<file path="config.mk">
export PLATFORM = sky130hd
export DESIGN_NAME = acr_rx
export DESIGN_NICKNAME = d
export VERILOG_FILES = /design/src/design/acr_pkg.sv /design/src/design/acr_rx.sv
export SDC_FILE = /design/constraint.sdc
export NUM_CORES = 1
export LEC_CHECK = 0
export ABC_AREA = 1
export BUFFER_PORTS_ARGS = -buffer_cell sky130_fd_sc_hd__buf_4
export CORE_MARGIN = 4
export CORE_UTILIZATION = 50
export CTS_CLUSTER_SIZE = 20
export DETAILED_ROUTE_END_ITERATION = 12
export PLACE_DENSITY = 0.72
export SYNTH_ARGS = -nofsm -noshare
export SYNTH_HDL_FRONTEND = slang
export SYNTH_SLANG_ARGS = --single-unit
</file>
<file path="constraint.sdc">
create_clock -name i_core_clk -period 2.6 [get_ports i_core_clk]
set_input_delay 0 -clock i_core_clk [delete_from_list [all_inputs] [get_ports i_core_clk]]
set_output_delay 0 -clock i_core_clk [all_outputs]
set_load 0.05 [all_outputs]
</file>
<file path="src/design/acr_pkg.sv">
// constants, register map and types for the async receive front end
package acr_pkg;
  // sample counts per bit
  localparam int unsigned SAMPLES_NORMAL = 16;
  localparam int unsigned SAMPLES_DOUBLE = 8;
  // first voting sample (middle is first+1, last is first+2)
  localparam logic [4:0] VOTE_FIRST_NORMAL = 5'h08;
  localparam logic [4:0] VOTE_FIRST_DOUBLE = 5'h04;
  // register byte offsets
  localparam logic [7:0] OFS_CTRL = 8'h00;
  localparam logic [7:0] OFS_DIV = 8'h04;
  localparam logic [7:0] OFS_DATA = 8'h08;
  localparam logic [7:0] OFS_IRQ_STAT = 8'h0c;
  localparam logic [7:0] OFS_IRQ_MASK = 8'h10;
  // control bit positions
  localparam int unsigned CTRL_ENABLE = 0;
  localparam int unsigned CTRL_DOUBLE = 1;
  localparam int unsigned CTRL_PAR_EN = 2;
  localparam int unsigned CTRL_PAR_ODD = 3;
  localparam int unsigned CTRL_LEN_LSB = 4;
  localparam logic [3:0] CTRL_LEN_RESET = 4'h8;
  // data register bit positions
  localparam int unsigned DATA_FE = 9;
  localparam int unsigned DATA_PE = 10;
  localparam int unsigned DATA_VALID = 11;
  // interrupt status bits
  localparam int unsigned IRQ_DONE = 0;
  localparam int unsigned IRQ_FRAME_ERR = 1;
  localparam int unsigned IRQ_PAR_ERR = 2;
  localparam int unsigned IRQ_NOISE = 3;
  localparam int unsigned IRQ_W = 4;
  localparam logic [15:0] DIV_RESET = 16'h0000;
  localparam logic [1:0] RESP_OKAY = 2'h0;
  localparam logic [1:0] RESP_SLVERR = 2'h2;

  typedef enum logic [1:0] {
    ST_IDLE = 2'b00,
    ST_START = 2'b01,
    ST_DATA = 2'b11,
    ST_STOP = 2'b10
  } acr_state_t;

  // received character with its status, stored together
  typedef struct packed {
    logic valid;
    logic parity_error_flag;
    logic frame_error_flag;
    logic [8:0] data;
  } acr_char_t;
endpackage

</file>
<file path="src/design/acr_rx.sv">
// async receive clock and data recovery with AXI4-Lite registers
`timescale 1ns/10ps
module acr_rx
  import acr_pkg::*;
#(
  parameter int unsigned DIV_W = 16
) (
  // clock and reset
  input wire logic i_core_clk,
  input wire logic i_rst,
  // serial line
  input wire logic i_serial_rx_line,
  // axi4-lite write
  input wire logic [7:0] i_awaddr,
  input wire logic i_awvalid,
  output logic o_awready,
  input wire logic [31:0] i_wdata,
  input wire logic [3:0] i_wstrb,
  input wire logic i_wvalid,
  output logic o_wready,
  output logic [1:0] o_bresp,
  output logic o_bvalid,
  input wire logic i_bready,
  // axi4-lite read
  input wire logic [7:0] i_araddr,
  input wire logic i_arvalid,
  output logic o_arready,
  output logic [31:0] o_rdata,
  output logic [1:0] o_rresp,
  output logic o_rvalid,
  input wire logic i_rready,
  // interrupt
  output logic o_irq
);
  logic [7:0] ctrl;
  logic [DIV_W-1:0] baud_divisor_value;
  logic [IRQ_W-1:0] irq_stat;
  logic [IRQ_W-1:0] irq_mask;
  acr_char_t rx_char;
  logic enable;
  logic double_speed_select;
  logic parity_enable_bit;
  logic parity_odd_select;
  logic [3:0] data_len;
  assign enable = ctrl[CTRL_ENABLE];
  assign double_speed_select = ctrl[CTRL_DOUBLE];
  assign parity_enable_bit = ctrl[CTRL_PAR_EN];
  assign parity_odd_select = ctrl[CTRL_PAR_ODD];
  assign data_len = ctrl[CTRL_LEN_LSB +: 4];

  // sample tick: divisor+1 core clocks per sample
  logic [DIV_W-1:0] div_cnt;
  logic tick;
  assign tick = enable && (div_cnt == '0);
  always_ff @(posedge i_core_clk) begin
    if (i_rst || !enable) begin
      div_cnt <= '0;
    end else if (div_cnt == '0) begin
      div_cnt <= baud_divisor_value;
    end else begin
      div_cnt <= div_cnt - DIV_W'(1);
    end
  end

  // synchroniser; only sync2 is read by logic
  logic sync1;
  logic sync2;
  logic prev_line;
  always_ff @(posedge i_core_clk) begin
    if (i_rst) begin
      sync1 <= 1'b1;
      sync2 <= 1'b1;
    end else begin
      sync1 <= i_serial_rx_line;
      sync2 <= sync1;
    end
  end

  // recovery state machine
  acr_state_t state;
  logic [4:0] samp;
  logic [3:0] bit_idx;
  logic [2:0] votes;
  logic [8:0] shreg;
  logic par_bit;
  logic [4:0] samples_per_bit;
  logic [4:0] vote_first;
  logic [4:0] vote_last;
  logic voted;
  logic [3:0] frame_bits;
  logic par_ok;
  assign samples_per_bit = double_speed_select ? 5'(SAMPLES_DOUBLE)
                                               : 5'(SAMPLES_NORMAL);
  assign vote_first = double_speed_select ? VOTE_FIRST_DOUBLE
                                          : VOTE_FIRST_NORMAL;
  assign vote_last = vote_first + 5'h02;
  // majority of three, counting the current sample
  assign voted = (votes[0] & votes[1]) | (votes[0] & sync2) |
                 (votes[1] & sync2);
  assign frame_bits = data_len + {3'h0, parity_enable_bit};
  assign par_ok = ((^shreg) ^ par_bit ^ parity_odd_select) == 1'b0;

  logic done_pulse;
  logic noise_pulse;
  always_ff @(posedge i_core_clk) begin
    done_pulse <= 1'b0;
    noise_pulse <= 1'b0;
    if (i_rst || !enable) begin
      state <= ST_IDLE;
      samp <= 5'h00;
      bit_idx <= 4'h0;
      votes <= 3'h0;
      shreg <= 9'h000;
      par_bit <= 1'b0;
      prev_line <= 1'b1;
    end else if (tick) begin
      prev_line <= sync2;
      if (samp >= vote_first && samp < vote_last) begin
        votes <= {votes[1:0], sync2};
      end
      case (state)
        ST_IDLE: begin
          if (prev_line && !sync2) begin
            state <= ST_START;
            samp <= 5'h02;
            // short characters must not inherit high bits or parity
            shreg <= 9'h000;
            votes <= 3'h0;
          end
        end
        ST_START: begin
          samp <= samp + 5'h01;
          if (samp == vote_last) begin
            if (voted) begin
              state <= ST_IDLE;
              noise_pulse <= 1'b1;
            end else begin
              state <= ST_DATA;
              bit_idx <= 4'h0;
            end
          end
        end
        ST_DATA: begin
          // counter wraps each bit period, phase set by the start bit
          samp <= (samp == samples_per_bit) ? 5'h01
                                            : samp + 5'h01;
          if (samp == vote_last) begin
            if (bit_idx < data_len) begin
              shreg[bit_idx] <= voted;
            end else begin
              par_bit <= voted;
            end
            bit_idx <= bit_idx + 4'h1;
            if (bit_idx + 4'h1 == frame_bits) begin
              state <= ST_STOP;
            end
          end
        end
        ST_STOP: begin
          samp <= (samp == samples_per_bit) ? 5'h01 : samp + 5'h01;
          if (samp == vote_last) begin
            // back to idle at once: early next start, extra stops ignored
            // edge detect keeps tracking, so a low stop fakes no start
            state <= ST_IDLE;
            done_pulse <= 1'b1;
          end
        end
        default: state <= ST_IDLE;
      endcase
    end
  end

  // character capture, status stored alongside
  logic stop_val;
  logic data_read;
  assign stop_val = voted;
  always_ff @(posedge i_core_clk) begin
    if (i_rst || !enable) begin
      rx_char <= '0;
    end else if (tick && state == ST_STOP && samp == vote_last) begin
      rx_char.valid <= 1'b1;
      rx_char.data <= shreg;
      rx_char.frame_error_flag <= !stop_val;
      rx_char.parity_error_flag <= parity_enable_bit && !par_ok;
    end else if (data_read) begin
      rx_char.valid <= 1'b0;
    end
  end

  // event flags: set wins over write-one clear
  logic [IRQ_W-1:0] ev;
  logic [IRQ_W-1:0] clr;
  always_comb begin
    ev = '0;
    ev[IRQ_DONE] = done_pulse;
    ev[IRQ_FRAME_ERR] = done_pulse && rx_char.frame_error_flag;
    ev[IRQ_PAR_ERR] = done_pulse && rx_char.parity_error_flag;
    ev[IRQ_NOISE] = noise_pulse;
  end
  always_ff @(posedge i_core_clk) begin
    if (i_rst) begin
      irq_stat <= '0;
    end else begin
      irq_stat <= (irq_stat & ~clr) | ev;
    end
  end
  assign o_irq = |(irq_stat & irq_mask);

  // axi4-lite write: take address and data in either order
  logic aw_held;
  logic w_held;
  logic [7:0] awaddr_q;
  logic [31:0] wdata_q;
  logic do_write;
  assign o_awready = !aw_held && !o_bvalid;
  assign o_wready = !w_held && !o_bvalid;
  assign do_write = aw_held && w_held && !o_bvalid;
  always_ff @(posedge i_core_clk) begin
    if (i_rst) begin
      aw_held <= 1'b0;
      w_held <= 1'b0;
      awaddr_q <= 8'h00;
      wdata_q <= 32'h0000_0000;
      o_bvalid <= 1'b0;
      o_bresp <= RESP_OKAY;
    end else begin
      if (i_awvalid && o_awready) begin
        aw_held <= 1'b1;
        awaddr_q <= i_awaddr;
      end
      if (i_wvalid && o_wready) begin
        w_held <= 1'b1;
        wdata_q <= i_wdata;
      end
      if (do_write) begin
        aw_held <= 1'b0;
        w_held <= 1'b0;
        o_bvalid <= 1'b1;
        o_bresp <= (awaddr_q == OFS_CTRL || awaddr_q == OFS_DIV ||
                    awaddr_q == OFS_IRQ_STAT || awaddr_q == OFS_IRQ_MASK)
                   ? RESP_OKAY : RESP_SLVERR;
      end else if (o_bvalid && i_bready) begin
        o_bvalid <= 1'b0;
      end
    end
  end
  assign clr = (do_write && awaddr_q == OFS_IRQ_STAT)
               ? wdata_q[IRQ_W-1:0] : '0;
  // byte strobes ignored: every register fits the low lane pair
  always_ff @(posedge i_core_clk) begin
    if (i_rst) begin
      ctrl <= {CTRL_LEN_RESET, 4'h0};
      baud_divisor_value <= DIV_W'(DIV_RESET);
      irq_mask <= '0;
    end else if (do_write) begin
      case (awaddr_q)
        OFS_CTRL: ctrl <= wdata_q[7:0];
        OFS_DIV: baud_divisor_value <= wdata_q[DIV_W-1:0];
        OFS_IRQ_MASK: irq_mask <= wdata_q[IRQ_W-1:0];
        default: ;
      endcase
    end
  end

  // axi4-lite read: one cycle after address taken
  assign o_arready = !o_rvalid;
  assign data_read = i_arvalid && o_arready && i_araddr == OFS_DATA;
  always_ff @(posedge i_core_clk) begin
    if (i_rst) begin
      o_rvalid <= 1'b0;
      o_rdata <= 32'h0000_0000;
      o_rresp <= RESP_OKAY;
    end else if (i_arvalid && o_arready) begin
      o_rvalid <= 1'b1;
      o_rresp <= RESP_OKAY;
      case (i_araddr)
        OFS_CTRL: o_rdata <= {24'h00_0000, ctrl};
        OFS_DIV: o_rdata <= 32'(baud_divisor_value);
        OFS_DATA: o_rdata <= 32'(rx_char);
        OFS_IRQ_STAT: o_rdata <= 32'(irq_stat);
        OFS_IRQ_MASK: o_rdata <= 32'(irq_mask);
        default: begin
          o_rdata <= 32'h0000_0000;
          o_rresp <= RESP_SLVERR;
        end
      endcase
    end else if (o_rvalid && i_rready) begin
      o_rvalid <= 1'b0;
    end
  end
endmodule

</file>
* After elaboration in Yosys (flattened, before gate mapping)
Cells that the tools add are included.
** Storage, ports and cells
- Flip-flop bits (word level) :: 153
- Bits in latches :: 0
- RAM bits :: 0
- Bits in read-only memories :: 0
- Word-level logic and storage cells :: 169
- Memories :: 0
** Cells by class
- $add $sub $neg :: 5
- $mul :: 0
- Div/mod/pow operators :: 0
- Order comparisons :: 5
- Eq/ne operators :: 20
- Shifts and indexed selects :: 0
- Muxes and demuxes :: 39
- Bitwise gates (word level) :: 16
- Reductions and logical operators :: 55
** Operators by type and width (number)
- $pmux W16 S5 :: 1
- $mux W9 :: 3
- $eq A8 B4 Y1 const B :: 3
- $logic_and A1 B1 Y1 :: 20
- $mux W4 :: 5
- $pmux W9 S2 :: 1
- $eq A8 B3 Y1 const B :: 2
- $eq A8 B5 Y1 const B :: 2
- $logic_not A16 Y1 :: 1
- $logic_not A8 Y1 :: 2
- $mux W16 :: 1
- $mux W2 :: 8
- $sub A16 B1 Y16 const B :: 1
- $mux W5 :: 3
- $pmux W5 S3 :: 1
- $ne A2 B2 Y1 const B :: 6
- $eq A5 B5 Y1 :: 2
- $reduce_and A5 Y1 :: 2
- $reduce_bool A2 Y1 :: 5
- $bwmux W9 :: 1
- $mux W1 :: 9
- $mux W3 :: 3
- $reduce_xor A9 Y1 :: 1
- $and A4 B4 Y4 :: 2
- other kinds (32) :: 55

* Logic depth before layout (Yosys ltp)
Gate-level depths: netlist of run 1.
- Depth in word-level cells :: 8
- Gate-level depth with buffers :: 12
- Mapped depth without buffers :: 12

* Worst setup path before layout of run 1
No wires, ideal clock.
- Path type :: reg-to-reg
- Start point :: register o_bvalid
- End point :: register wdata_q[6]
- Library setup time :: 65 ps
- Data arrival time :: 2005 ps
- Setup slack :: 530 ps
- Cell stages (with the launch flop) :: 7
- Buffers on the path :: 1
- Cells stage by stage :: dfxtp_1 nor2_1 nand2_1 inv_1 clkbuf_1 nor2_1 nor2_1
** On the way
- Longest elaborated chain between the ends :: 3
** Ends and longest elaborated chain
- start: declaration :: line acr_rx.sv:22 : output logic o_bvalid,
- start signal: assignment :: line acr_rx.sv:224 : o_bvalid <= 1'b0;
- start signal: assignment :: line acr_rx.sv:238 : o_bvalid <= 1'b1;
- start signal: assignment :: line acr_rx.sv:243 : o_bvalid <= 1'b0;
- $logic_not A1 Y1 :: line acr_rx.sv:216 : assign o_wready = !w_held && !o_bvalid;
- $logic_and A1 B1 Y1 :: line acr_rx.sv:216
- named net o_wready :: line acr_rx.sv:20 : output logic o_wready,
- $logic_and A1 B1 Y1 :: line acr_rx.sv:231 : if (i_wvalid && o_wready) begin
- end signal: assignment :: line acr_rx.sv:233 : wdata_q <= i_wdata;
- end: declaration :: line acr_rx.sv:213 : logic [31:0] wdata_q;
The timed path passes the listed nets, and every way through them passes these cells.
A chain may end at the register's enable or synchronous reset.

* Final worst setup path of run 1
- Start point :: register bit_idx[0]
- End point :: register state[0]
** On the way
- Longest elaborated chain between the ends :: 4
** Ends and longest elaborated chain
- start: declaration :: line acr_rx.sv:82 : logic [3:0] bit_idx;
- start signal: assignment :: line acr_rx.sv:153 : bit_idx <= bit_idx + 4'h1;
- $add A4 B1 Y4 :: line acr_rx.sv:154 : if (bit_idx + 4'h1 == frame_bits) begin
- $eq A4 B4 Y1 :: line acr_rx.sv:154
- $ne A2 B2 Y1 (no line)
- $reduce_and A6 Y1 (no line)
- end signal: assignment :: line acr_rx.sv:155 : state <= ST_STOP;
- end signal: assignment :: line acr_rx.sv:164 : state <= ST_IDLE;
- end signal: assignment :: line acr_rx.sv:168 : default: state <= ST_IDLE;
- end: declaration :: line acr_rx.sv:80 : acr_state_t state;
Every way passes these cells.

==> flow_results.org, run 1 <==
** Drt
- Post-Route WL :: 16.5 mm
- After detailed routing, the number of vias per cell comes to 5.06.
- After detailed routing, the average wire length per cell comes to 13.7 um.
- For this run, design rule violations remaining after detail routing come to 0.
- After the first detailed-routing iteration, the DRC count stood at 459.
- Total via count in the routed design :: 6,068
- The pre-antenna-repair detailed-routing pass consisted of 5 iterations.
- The detail route stage leaves a number of antenna-violating nets equal to 0.

** Yosys
- Async SR Flop Fraction :: 0%
- Yosys instantiated no cell more often than sky130_fd_sc_hd__nand2_1.
- For this run, the leading register cell type out of synthesis is sky130_fd_sc_hd__dfxtp_1.
- Post-synth EDFFs :: 0
- Top cells by area, synth :: sky130_fd_sc_hd__dfxtp_1 41%, sky130_fd_sc_hd__o21ai_0 9.2%, sky130_fd_sc_hd__nand2_1 8.2%
- During synthesis, Yosys emitted a total of 0 warnings.
- Each instance of the synthesized netlist takes up on average 7.08 sq um.
- Sequential-to-total area share from yosys stat :: 41.1%
- Yosys reg bits :: 134
- The mapped netlist covers 6530 sq um.
- Cell type with the highest aggregate area in the netlist :: sky130_fd_sc_hd__dfxtp_1
- Synthesis handed over a netlist of 922 instances.
- The share of synthesized area in the top cell type comes to 41.1%.
- Top cells by instance count after synthesis :: 143 x sky130_fd_sc_hd__nand2_1, 134 x sky130_fd_sc_hd__dfxtp_1, 121 x sky130_fd_sc_hd__nor2_1
- Distinct cells, synth :: 44

** Die
- Floorplan Core Area :: 12,700 sq um
- For this configuration, the core starts out at a cell density of 51.3%.
- The die covers 15,000 sq um.
- In this run the vertical extent of the chip is 122 um.
- For this design the top-level I/O count stands at 102.
- In this run the horizontal extent of the chip is 122 um.
- The floorplan has 41 rows.

** Min path
- Class of the most critical hold timing path :: in -> reg

** Timing
- The max-slew violation total from the final report is 0.
- Worst-margin pin slew :: 744 ps
- Setup Skew :: 8.26 ps
- Final setup viols :: 0
- Period minus WS final :: 2140 ps
- RSZ-0062 raised after global routing :: no
- Maximum frequency from static timing analysis :: 0.468 GHz
- Dividing the final minimum period by the clock period gives 82.2%.
- For the final routed database, the setup TNS stands at 0 ps.
- Max-slew headroom at the worst pin :: 50.4%
- Worst-case setup margin in the final layout :: 464 ps
- The number of hold-slack violations in the final timing report was 0.

** Placed design
- Half-perimeter wire length after placement :: 11.8 mm
- At the end of routability-driven placement, the weighted congestion stood at 0.914.
- Pre-CTS worst setup slack :: 525 ps
- Count of port buffers added during placement :: 63

** Clock tree
- Clock transition at the registers of the reported paths :: 60 ps
- Counting along the longest clock path gives a buffer depth of 2.
- CTS built an H-tree with a depth of 4.
- Clock root cell :: sky130_fd_sc_hd__clkbuf_16
- Buffers inserted during clock tree synthesis total 17.
- Insertion delay to the later sink of the worst-skew pair :: 420 ps
- CTS saw 134 sinks.
- TritonCTS built the clock tree.
- The number of hold buffers added after CTS was 32.
- Once the clock tree was built, the resizer swapped 0 gates to a different size.
- Post-CTS timing repair inserted 0 buffers for setup.

** Global routing
- For this run, the total global-route usage over all layers was measured as 22.5%.
- Number of antenna violations at the first check in global routing :: 0
- Via count of the first global-routing pass :: 5,487
- First-pass GRT wire length :: 26.7 mm
- Grt total ovfl :: 0
- Entering global routing, the biggest net connects 37 pins.

** Worst setup path
- The worst setup path is captured at a flip-flop.
- Reg-to-reg setup timing slack :: 460 ps
- STA puts the critical path data arrival time at 2500 ps.
- Critical path type :: reg -> reg
- Sort of element at the start of the critical path :: flip-flop
- CP max FO :: 6
- STA puts the critical path data required time at 2960 ps.

** Outcome
- The flow ran to the end, and the final reports show no timing, DRC or antenna violations.

** Pwr
- Power per cell area :: 612 nW/um^2
- Overall power :: 4.89 mW
- VDD sags by at most 0.000443 V.
- Reported leakage power :: 3.36 nW

** Final layout
- Layout-stage area growth over the synthesis result :: 22.3%
- 0 antenna diodes ended up in the layout.
- At the end of the flow, the number of nets in the layout was 1,090.
- In the final layout, the share of cells above drive strength 1 is 12.1%.

** Flow run
- Max-cap violations in this run came to 0.
-- registers in the layout, summed over array words and instances (netlist names), 5 cells and up --
name                count
awaddr_q                8
o_rdata                16
ctrl                    8
wdata_q                16
rx_char                12
shreg                   9
baud_divisor_value     16
samp                    5
div_cnt                16
-- stage by stage --
stage | utilization [%] | instances | cell area, sq um | hold slack, ps
floorplan | - | 939 | 6590 | 104
global placement | 55.7 | 1135 | 7090 | 190
detailed placement | 55.7 | 1135 | 7090 | 190
CTS | 62.8 | 1199 | 7980 | 27.4
global route | 62.8 | 1199 | 7980 | 62.2
finish | 62.8 | 1199 | 7980 | 42.3
-- cells by family (layout without fill, tap and decap cells) --
group                    after synthesis  count (layout)  synth area share (%)
AND/OR/NAND/NOR                      365             365                  24.5
AO/OA/AOI/OAI                        232             232                  18.6
buffers and inverters                159             247                  10.6
flip-flops                           134             134                  41.1
adder cells (fa/ha/maj)               16              16                  3.07
XOR/XNOR                              15              15                  2.01
other                                  1              18                0.0574
-- final timing paths --
kind,from,end,cells past startpoint
max,bit_idx[0]$_SDFFE_PP0P_,state[0]$_SDFFE_PP0P_,10
min,i_araddr[3],o_rresp[1]$_SDFFE_PP0P_,6
max reg2reg,bit_idx[0]$_SDFFE_PP0P_,state[0]$_SDFFE_PP0P_,10
min reg2reg,sync1$_SDFF_PP1_,sync2$_SDFF_PP1_,1
-- placed cells by master (no fill, tap or decap), types with 2 or more instances in the layout --
master and instances:
sky130_fd_sc_hd__o21a_1 2, sky130_fd_sc_hd__nand2_2 2, sky130_fd_sc_hd__nor2_1 121, sky130_fd_sc_hd__inv_1 108, sky130_fd_sc_hd__nor3_2 3, sky130_fd_sc_hd__xor2_1 9
sky130_fd_sc_hd__buf_4 72, sky130_fd_sc_hd__clkinv_2 3, sky130_fd_sc_hd__or2_2 4, sky130_fd_sc_hd__o21ai_0 120, sky130_fd_sc_hd__nand4_1 20, sky130_fd_sc_hd__dfxtp_1 134
sky130_fd_sc_hd__o211ai_1 3, sky130_fd_sc_hd__a21oi_1 89, sky130_fd_sc_hd__ha_1 16, sky130_fd_sc_hd__nand2_1 143, sky130_fd_sc_hd__o22ai_1 2, sky130_fd_sc_hd__clkinvlp_4 2
sky130_fd_sc_hd__nor2_8 2, sky130_fd_sc_hd__a31oi_1 6, sky130_fd_sc_hd__nor2_2 4, sky130_fd_sc_hd__nor3_1 14, sky130_fd_sc_hd__o21bai_1 4, sky130_fd_sc_hd__clkbuf_16 17
sky130_fd_sc_hd__clkbuf_8 2, sky130_fd_sc_hd__dlygate4sd3_1 32, sky130_fd_sc_hd__nand3_1 46, sky130_fd_sc_hd__conb_1 18, sky130_fd_sc_hd__xnor2_1 6, sky130_fd_sc_hd__inv_6 6
-- worst max-delay path, cell delays in order (launching register included) --
cell,delay [ps]
sky130_fd_sc_hd__dfxtp_1,450
sky130_fd_sc_hd__inv_1,140
sky130_fd_sc_hd__ha_1,350
sky130_fd_sc_hd__xor2_1,150
sky130_fd_sc_hd__nor2_1,100
sky130_fd_sc_hd__nand3_1,90
sky130_fd_sc_hd__o21ai_0,450
sky130_fd_sc_hd__nand2_1,130
sky130_fd_sc_hd__nand2_1,90
sky130_fd_sc_hd__nand2_1,50
sky130_fd_sc_hd__nor2_1,90
-- routing by layer --
| layer | share of wire, % | track usage [%] | wire length (um) | up-vias |
|---|---|---|---|---|
| met5 | 0 | 0 | 0 | - |
| met4 | 1.9 | 8.05 | 315 | 0 |
| met3 | 4.7 | 4.65 | 778 | 25 |
| met2 | 46 | 36.2 | 7630 | 159 |
| met1 | 47 | 30.1 | 7750 | 2714 |
| li1 | - | - | - | 3170 |
-- report_power, final --
part	switching (mW)	leakage, nW	internal [mW]
Sequential	0.0326	1.09	2.11
Combinational	0.267	1.99	0.145
Clock	0.951	0.279	1.38
-- area by class of cell --
class	instances	area [sq um]
clock inverters	12	116
flip-flops and latches	134	2680
inverters	110	414
repair buffers	105	881
well taps	172	215
clock buffers	20	457
multi-input cells	646	3220
fillers	1161	4740
Power figures use the tool's default switching activity.
==> run 2, diff against run 1 <==
- clock period: 2.6 -> 2 ns (I/O delays scaled with it)
==> run 2 against run 1 <==
Net effect: die area unchanged; highest routed layer unchanged; non-clock buffer count rose by 16; largest power group unchanged; sequential power increased by 30%; core utilization increased by 1.5 points; critical endpoint unchanged.
==> flow_results.org, run 2 (synthesis results as in run 1) <==
** Pwr
- The cell leakage power is 3.46 nW (+2.9%).
- Power per cell area :: 811 nW/um^2 (+32%)
- The overall power consumption came to 6.62 mW (+36%).
- Sw power :: 1.57 mW (+26%)
- The peak supply drop came to 0.000593 V (+34%).
- The combinational cell fraction of total power was 8.2% (-0.2 points).
- Portion of total power attributed to sequential cells :: 42.0% (-1.8 points)
- Internal cell power :: 5.05 mW (+39%)
- The switching portion of total power was 23.7% (-1.9 points).
- Clock network fraction of design power :: 49.8% (+2.1 points)

** Die
- Num rows :: 41 (unchanged)
- The core region area was 12,700 sq um (unchanged).
- The effective utilization at floorplan came to 51.3% (unchanged).
- The height of the die was 122 um (unchanged).
- The die boundary width came to 122 um (unchanged).
- The floorplan die area came to 15,000 sq um (unchanged).
- The number of top-level pins came to 102 (unchanged).

** Clock tree
- The sink count of the clock tree was 134 (unchanged).
- The number of buffers created by CTS is 17 (unchanged).
- Clock root cell :: sky130_fd_sc_hd__clkbuf_16
- The post-CTS repair timing setup buffer count came to 0 (unchanged).
- TritonCTS clock tree :: built
- The clock insertion delay at the later pin of the skew report is 420 ps (about the same).
- Clock buffer depth :: 2 (unchanged)
- Clock transition at the registers of the reported paths :: 60 ps (about the same)
- Number of H-tree levels :: 4 (unchanged)

** Placed design
- Count of port buffers added during placement :: 63 (unchanged)
- The weighted congestion reported at the end of routability-driven placement is 0.942 (+3.1%).
- Post-detailed-placement cell area :: 7220 sq um (+1.9%)
- Half-perimeter wire length after placement :: 12.2 mm (+3.2%)

** Timing
- The number of hold-slack violations in the final timing report was 0 (unchanged).
- Setup tns final :: 0 ps (unchanged)
- The part of the cycle the worst path needs is 92.4% (+10 points).
- The worst max-slew margin expressed relative to the limit was 66.2% (+16 points).
- The setup violation total in the final timing report was 0 (unchanged).
- The maximum clock skew at final layout came to 5.88 ps (-2.38 ps).
- The max-slew violation total from the final report came to 0 (unchanged).
- The slew at the pin closest to its max-slew limit came to 507 ps (-237 ps).
- The minimum clock period was 1850 ps (-289 ps).
- The achievable frequency was 0.541 GHz (+16%).
- RSZ-0062 raised after global routing :: no

** Global routing
- Grt total ovfl :: 0 (unchanged)
- Number of antenna violations at the first check in global routing :: 0 (unchanged)
- Overall routing resource usage :: 23.2% (+0.67 points)
- The pin count of the biggest net entering global routing was 43 (+16%).
- The global-route wire length before repair came to 27.2 mm (+2.0%).
- The number of global-route vias before repair was 5,594 (+2.0%).

** Drt
- The total detailed-routing wirelength came to 17.0 mm (+3.3%).
- Routed length per placed instance :: 14.0 um (+2.0%)
- The post-route DRC violation count is 0 (unchanged).
- The total via count after detailed routing was 6,205 (+2.3%).
- The number of iterations in the first detailed-routing pass came to 5 (unchanged).
- Count of nets left with antenna violations after detail routing :: 0 (unchanged)
- Vias per cell :: 5.11 (+0.91%)
- Number of DRC markers after the initial detailed-route iteration :: 360 (-22%)

** Final layout
- Final net count :: 1,107 (+1.6%)
- Layout-stage area growth over the synthesis result :: 25.1%
- In the layout the commonest cells are 143 x sky130_fd_sc_hd__nand2_1, 134 x sky130_fd_sc_hd__dfxtp_1, 120 x sky130_fd_sc_hd__o21ai_0.
- Final design utilization :: 64.2% (+1.5 points)
- The antenna diode count came to 0 (unchanged).
- Most frequent standard cell in the layout excluding fill and tap cells :: sky130_fd_sc_hd__nand2_1
- Final instance area :: 8170 sq um (+2.3%)
- Fraction of layout instances using a drive strength above 1 :: 13.7% (+1.6 points)

** Min path
- The min-delay analysis places its worst path in the category in -> reg.

** Worst setup path
- Sort of element at the end of the critical path :: flip-flop
- The top fanout value on the critical path came to 4 (-2).
- Critical path type :: reg -> reg
- The required time of the worst setup path came to 2310 ps (-650 ps).
- Arrival time of data at the critical path endpoint :: 2160 ps (-340 ps)
- Sort of element at the start of the critical path :: flip-flop

** Outcome
- The run finished with clean final reports.

** Flow run
- The max-cap violation count is 0 (unchanged).
[run 2: cell count changes in the layout (fill, tap and decap cells not counted), moves of 2 or more]
cell,previous run,this run
sky130_fd_sc_hd__buf_4,72,89
sky130_fd_sc_hd__inv_6,6,1
sky130_fd_sc_hd__bufinv_16,1,4
sky130_fd_sc_hd__nor2_1,121,118
sky130_fd_sc_hd__nor2_2,4,7
sky130_fd_sc_hd__clkinv_4,1,3
[run 2: cell type report]
type,count,area [sq um]
Sequential cell,134,2680
Fill cell,1148,4550
Timing Repair Buffer,121,998
Clock buffer,20,447
Clock inverter,11,175
Multi-Input combinational cell,647,3240
Tap cell,172,215
Inverter,110,414
[run 2: stage by stage]
step	setup WS (ps)	std cells	hold WS [ps]
final	153	1215	14.5
after global routing	9.37	1215	67.2
after CTS	169	1214	2.48
after detailed placement	172	1152	189
after global placement	204	1152	190
after floorplan	74.8	939	104
[run 2: per-layer routing]
| metal | vias to the layer above | GRT usage, % | wire [um] |
|---|---|---|---|
| met1 | 2816 | 30.7 | 7880 |
| met5 | - | 0 | 0 |
| met4 | 0 | 8.19 | 258 |
| met2 | 165 | 38.2 | 8110 |
| met3 | 23 | 4.24 | 777 |
| li1 | 3201 | - | - |
[run 2: power by group through the flow]
stage          Sequential (mW)  Combinational (mW)  Clock (mW)
2_1_floorplan             2.86               0.328           0
3_3_place_gp              2.84               0.485           0
3_5_place_dp              2.84               0.490           0
4_1_cts                   2.78               0.539        3.33
5_1_grt                   2.79               0.594        3.44
6_report                  2.78               0.544        3.30
[run 2: worst paths after layout]
| kind | from | endpoint | slack [ps] | cells past startpoint |
|---|---|---|---|---|
| max reg2reg | ctrl[2]$_SDFFE_PP0P_ | state[0]$_SDFFE_PP0P_ | 150 | 10 |
| min | i_araddr[4] | o_rdata[3]$_SDFFE_PP0P_ | 10 | 5 |
| max | ctrl[2]$_SDFFE_PP0P_ | state[0]$_SDFFE_PP0P_ | 150 | 10 |
| min reg2reg | sync1$_SDFF_PP1_ | sync2$_SDFF_PP1_ | 420 | 1 |
[run 2: critical path, stage by stage, from the launching register on]
cell	delay, ps
sky130_fd_sc_hd__dfxtp_1	340
sky130_fd_sc_hd__ha_1	220
sky130_fd_sc_hd__ha_1	290
sky130_fd_sc_hd__xor2_1	160
sky130_fd_sc_hd__nor2_1	110
sky130_fd_sc_hd__nand3_1	90
sky130_fd_sc_hd__o21ai_0	150
sky130_fd_sc_hd__buf_4	140
sky130_fd_sc_hd__nand2_1	60
sky130_fd_sc_hd__a21oi_1	130
sky130_fd_sc_hd__nor2_1	50
[run 2: timing repair]
action | in CTS | in global routing
hold endpoints to repair | 42 | 0
hold buffers | 31 | 0
resized for setup | 0 | 1
endpoints found under the setup margin | 0 | 3
==> run 3, diff against run 2 <==
- ABC_AREA: 1 -> not set
==> run 3 against run 2 <==
Net effect: the run now ends with setup timing left; non-clock buffer count up 42; critical path depth down 2; first-iteration DRC count up 32%; register-to-register slack worse by 220 ps; clock skew about the same; setup slack worse by 220 ps; fmax down 10%; sequential share of layout area down 1.0 points; combinational power down 7.9%; sequential cell count unchanged.
==> flow_results.org, run 3 <==
** Worst setup path
- Reg-to-reg setup timing slack :: -60 ps (-220 ps)
- Among cell families on the critical path, the largest total delay comes from simple AND/OR/NAND/NOR gates.
- The startpoint identified for the worst register-to-register timing path is div_cnt[1]$_SDFF_PP0_.
- Worst r2r path cells :: 8 (-2)
- Highest-delay cell along the critical path :: sky130_fd_sc_hd__or4b_4
- Ordered list of cells on the worst path :: inv_2, ha_4, or4b_4, nor4_4, nand3_2, buf_2, o311ai_1, o21ai_1
- The worst register-to-register path ends at shreg[7]$_SDFFE_PP0P_.
- CP max FO :: 6 (+2)
- The delay of the slowest critical-path stage came to 470 ps (+130 ps).
- STA classifies the critical path endpoint as a flip-flop.
- Crit path launch :: div_cnt[1]$_SDFF_PP0_
- Sort of element at the start of the critical path :: flip-flop
- Critical path depth :: 8 (-2)
- The setup path with the least slack is of type reg -> reg.
- Count of buffer and inverter cells on the critical path :: 2 (+1)
- Critical path destination :: shreg[7]$_SDFFE_PP0P_
- Arrival time of data at the critical path endpoint :: 2370 ps (+210 ps)
- Data required time at the worst endpoint :: 2300 ps (about the same)

** Die
- Area of the die :: 14,400 sq um (-3.4%)
- The number of cell rows is 40 (-2.4%).
- The height of the die was 120 um (-1.7%).
- The core region area came to 12,200 sq um (-4.4%).
- Ports placed on the boundary :: 102 (unchanged)
- The effective utilization at floorplan was 51.7% (+0.39 points).
- The die boundary width is 120 um (-1.7%).

** Pwr
- Sw power :: 1.64 mW (+4.5%)
- Net switching share of the total power :: 24.2% (+0.42 points)
- The internal cell power is 5.16 mW (+2.1%).
- Portion of total power attributed to sequential cells :: 40.7% (-1.3 points)
- Clock network fraction of design power :: 51.9% (+2.1 points)
- Logic gate share of total power :: 7.4% (-0.8 points)
- Worst IR drop on VDD :: 0.000959 V (+62%)
- The power density over cell area came to 804 nW/um^2 (-0.80%).
- The cell leakage power came to 3.48 nW (+0.70%).

** Yosys
- Distinct cells, synth :: 57 (+30%)
- The synthesized design spends more area on one cell type than any other, namely sky130_fd_sc_hd__dfxtp_1.
- The synthesis warning total came to 0 (unchanged).
- For this run, the leading register cell type out of synthesis is sky130_fd_sc_hd__dfxtp_1.
- The share of Yosys cell area claimed by the top area cell type came to 42.6% (+1.6 points).
- Number of standard cells after synthesis :: 745 (-19%)
- The synthesized cell area is 6290 sq um (-3.7%).
- Among all cell types in the netlist, the one instantiated most often is sky130_fd_sc_hd__dfxtp_1.
- By area the synthesized netlist is led by sky130_fd_sc_hd__dfxtp_1 43%, sky130_fd_sc_hd__nand2_1 6.2%, sky130_fd_sc_hd__mux2i_1 5.7%.
- By count the netlist is led by 134 x sky130_fd_sc_hd__dfxtp_1, 104 x sky130_fd_sc_hd__nand2_1, 85 x sky130_fd_sc_hd__nor2_1.
- Yosys reg bits :: 134 (unchanged)
- The number of synthesized flops with an enable pin is 0 (unchanged).
- The async set-reset flop share out of synthesis was 0% (unchanged).
- Avg Synthesized Cell Area :: 8.44 sq um (+19%)
- The sequential fraction of the synthesis area was 42.6% (+1.6 points).

** Placed design
- The weighted congestion reported at the end of routability-driven placement came to 0.963 (+2.3%).
- The total of buffers placed on input and output ports came to 63 (unchanged).
- The standard cell area after detailed placement is 7210 sq um (-0.12%).
- The detailed-placement wirelength estimate was 12.2 mm (about the same).
- Pre-CTS worst setup slack :: -118 ps (-290 ps)
- The placed instance count came to 993 (-14%).

** Clock tree
- The root buffer cell chosen for the clock tree is sky130_fd_sc_hd__clkbuf_16.
- TritonCTS built the clock tree.
- TritonCTS Buffers :: 17 (unchanged)
- The number of H-tree branching levels came to 4 (unchanged).
- The clock-pin slew reported for the worst setup and hold paths after clock tree synthesis came to 60 ps (about the same).
- Insertion delay to the later sink of the worst-skew pair :: 430 ps (about the same)
- The sink count of the clock tree is 134 (unchanged).
- Clock buffer depth :: 2 (unchanged)

** Global routing
- The met2 layer usage reported by global route came to 41.8% (+3.6 points).
- The initial antenna violation count is 0 (unchanged).
- The met1 usage was 30.9% (+0.28 points).
- Met3 routing resource usage after global routing :: 6.46% (+2.2 points)
- The pin count of the biggest net entering global routing is 45 (+4.7%).
- Via count of the first global-routing pass :: 5,760 (+3.0%)
- Grt total ovfl :: 0 (unchanged)
- The global-route wire length before repair is 28.8 mm (+5.7%).
- The total routing resource utilization after global routing is 24.9% (+1.7 points).
- The layer flagged by global routing as most heavily used is met2.

** Drt
- The post-route DRC violation count is 0 (unchanged).
- The total via count after detailed routing is 5,917 (-4.6%).
- Routed length per placed instance :: 17.0 um (+21%)
- The total detailed-routing wirelength is 18.1 mm (+6.6%).
- The detail-routed via count per cell is 5.55 (+8.6%).
- Initial DRT Pass Iterations :: 5 (unchanged)
- Number of DRC markers after the initial detailed-route iteration :: 474 (+32%)
- The final antenna-violating net count was 0 (unchanged).

** Final layout
- The post-route non-filler standard cell count was 1,067 (-12%).
- Highest-count cells in the layout ignoring fill and taps :: 130 x sky130_fd_sc_hd__dfxtp_1, 127 x sky130_fd_sc_hd__buf_4, 103 x sky130_fd_sc_hd__nand2_1
- Most frequent standard cell in the layout excluding fill and tap cells :: sky130_fd_sc_hd__dfxtp_1
- The antenna diode count came to 0 (unchanged).
- The area growth from synthesis to layout is 34.4%.
- Final net count :: 962 (-13%)
- The share of cells above drive strength 1 came to 23.4% (+9.6 points).
- Number of fill cells :: 907 (-21%)
- The final design area excluding fillers came to 8450 sq um (+3.5%).

** Timing
- The setup violation total in the final timing report came to 10 (+10).
- The worst max-slew margin expressed relative to the limit is 62.8% (-3.4 points).
- The part of the cycle the worst path needs was 103% (+11 points).
- Setup repair after global routing could not meet its margin everywhere.
- The maximum clock skew at final layout is 5.88 ps (+0.00358 ps).
- Worst-margin pin slew :: 557 ps (+50.2 ps)
- Period minus WS final :: 2060 ps (+215 ps)
- Worst-case setup margin in the final layout :: -62.3 ps (-215 ps)
- The total negative slack for setup checks was -378 ps (-378 ps).
- The achievable frequency is 0.485 GHz (-10%).
- The number of hold-slack violations in the final timing report came to 0 (unchanged).
- The max-slew violation total from the final report was 0 (unchanged).
- The worst hold-check slack was 42.8 ps (+28.4 ps).

** Outcome
- Result of the run :: finished with violations
- Failing checks :: setup timing

** Flow run
- Max cap viols :: 0 (unchanged)

** Min path
- Class of the most critical hold timing path :: in -> reg
==> run 3: what timing repair did <==
action / 4_1_cts / 5_1_grt
pin swaps: 3 / 7
gates resized for setup: 7 / 30
buffers inserted: 3 / 7
endpoints found under the setup margin: 16 / 54
hold buffers: 31 / 0
hold endpoints to repair: 42 / 0
cloned: 0 / 1
==> run 3: worst min-delay path by stage <==
stage,start,endpoint,slack [ps],cells after the start
4_1_cts,i_awvalid,aw_held$_SDFFE_PP0P_,30,3
5_1_grt,i_awvalid,aw_held$_SDFFE_PP0P_,80,3
3_5_place_dp,i_serial_rx_line,sync1$_SDFF_PP1_,190,2
6_report,i_awvalid,aw_held$_SDFFE_PP0P_,40,3
2_1_floorplan,i_rready,o_rvalid$_SDFFE_PP0P_,100,1
3_3_place_gp,i_serial_rx_line,sync1$_SDFF_PP1_,190,2
==> run 3: logic make-up (layout without fill, tap and decap cells) <==
kind of cell	count (synthesis)	count (layout)	synth area share, %
flops	134	134	42.6
xor+xnor	30	30	4.40
compound gates	161	161	15.9
mux	40	40	6.45
buf+inv	81	218	6.01
simple gates	281	281	21.2
fa+ha+maj	17	17	3.34
other cells	1	18	0.0596
==> run 3: layer usage <==
metal | wire length [um] | share of wire, %
met3 | 1060 | 5.8
met4 | 414 | 2.3
met1 | 7660 | 42
met5 | 0 | 0
met2 | 9000 | 50
==> run 3: stage by stage <==
stage | util (%) | power, mW
final | 69.5 | 6.80
after global routing | 69.5 | 6.98
after CTS | 67.8 | 6.81
after detailed placement | 59.3 | 3.25
after global placement | 59.3 | 3.24
after floorplan | - | 3.13
==> run 3: layout make-up <==
cell class,count,area [sq um],area share (%)
clock inverter,15,238,2.81
clock buffer,17,425,5.03
inverter,23,86.3,1.02
multi-input combinational,547,3480,41.2
sequential,134,2690,31.8
tap,168,210,2.49
timing repair buffer,163,1320,15.6
==> run 3: worst register-to-register path: stages, from the launching register on <==
cell and delay [ps]:
sky130_fd_sc_hd__dfxtp_2 320, sky130_fd_sc_hd__inv_2 70, sky130_fd_sc_hd__ha_4 140, sky130_fd_sc_hd__or4b_4 470
sky130_fd_sc_hd__nor4_4 260, sky130_fd_sc_hd__nand3_2 150, sky130_fd_sc_hd__buf_2 200, sky130_fd_sc_hd__o311ai_1 230
sky130_fd_sc_hd__o21ai_1 110
==> run 3: power groups by stage <==
stage	Sequential [mW]	Combinational (mW)	Clock (mW)
2_1_floorplan	2.85	0.280	0
3_3_place_gp	2.82	0.423	0
3_5_place_dp	2.82	0.429	0
4_1_cts	2.76	0.485	3.56
5_1_grt	2.77	0.535	3.67
6_report	2.77	0.501	3.53
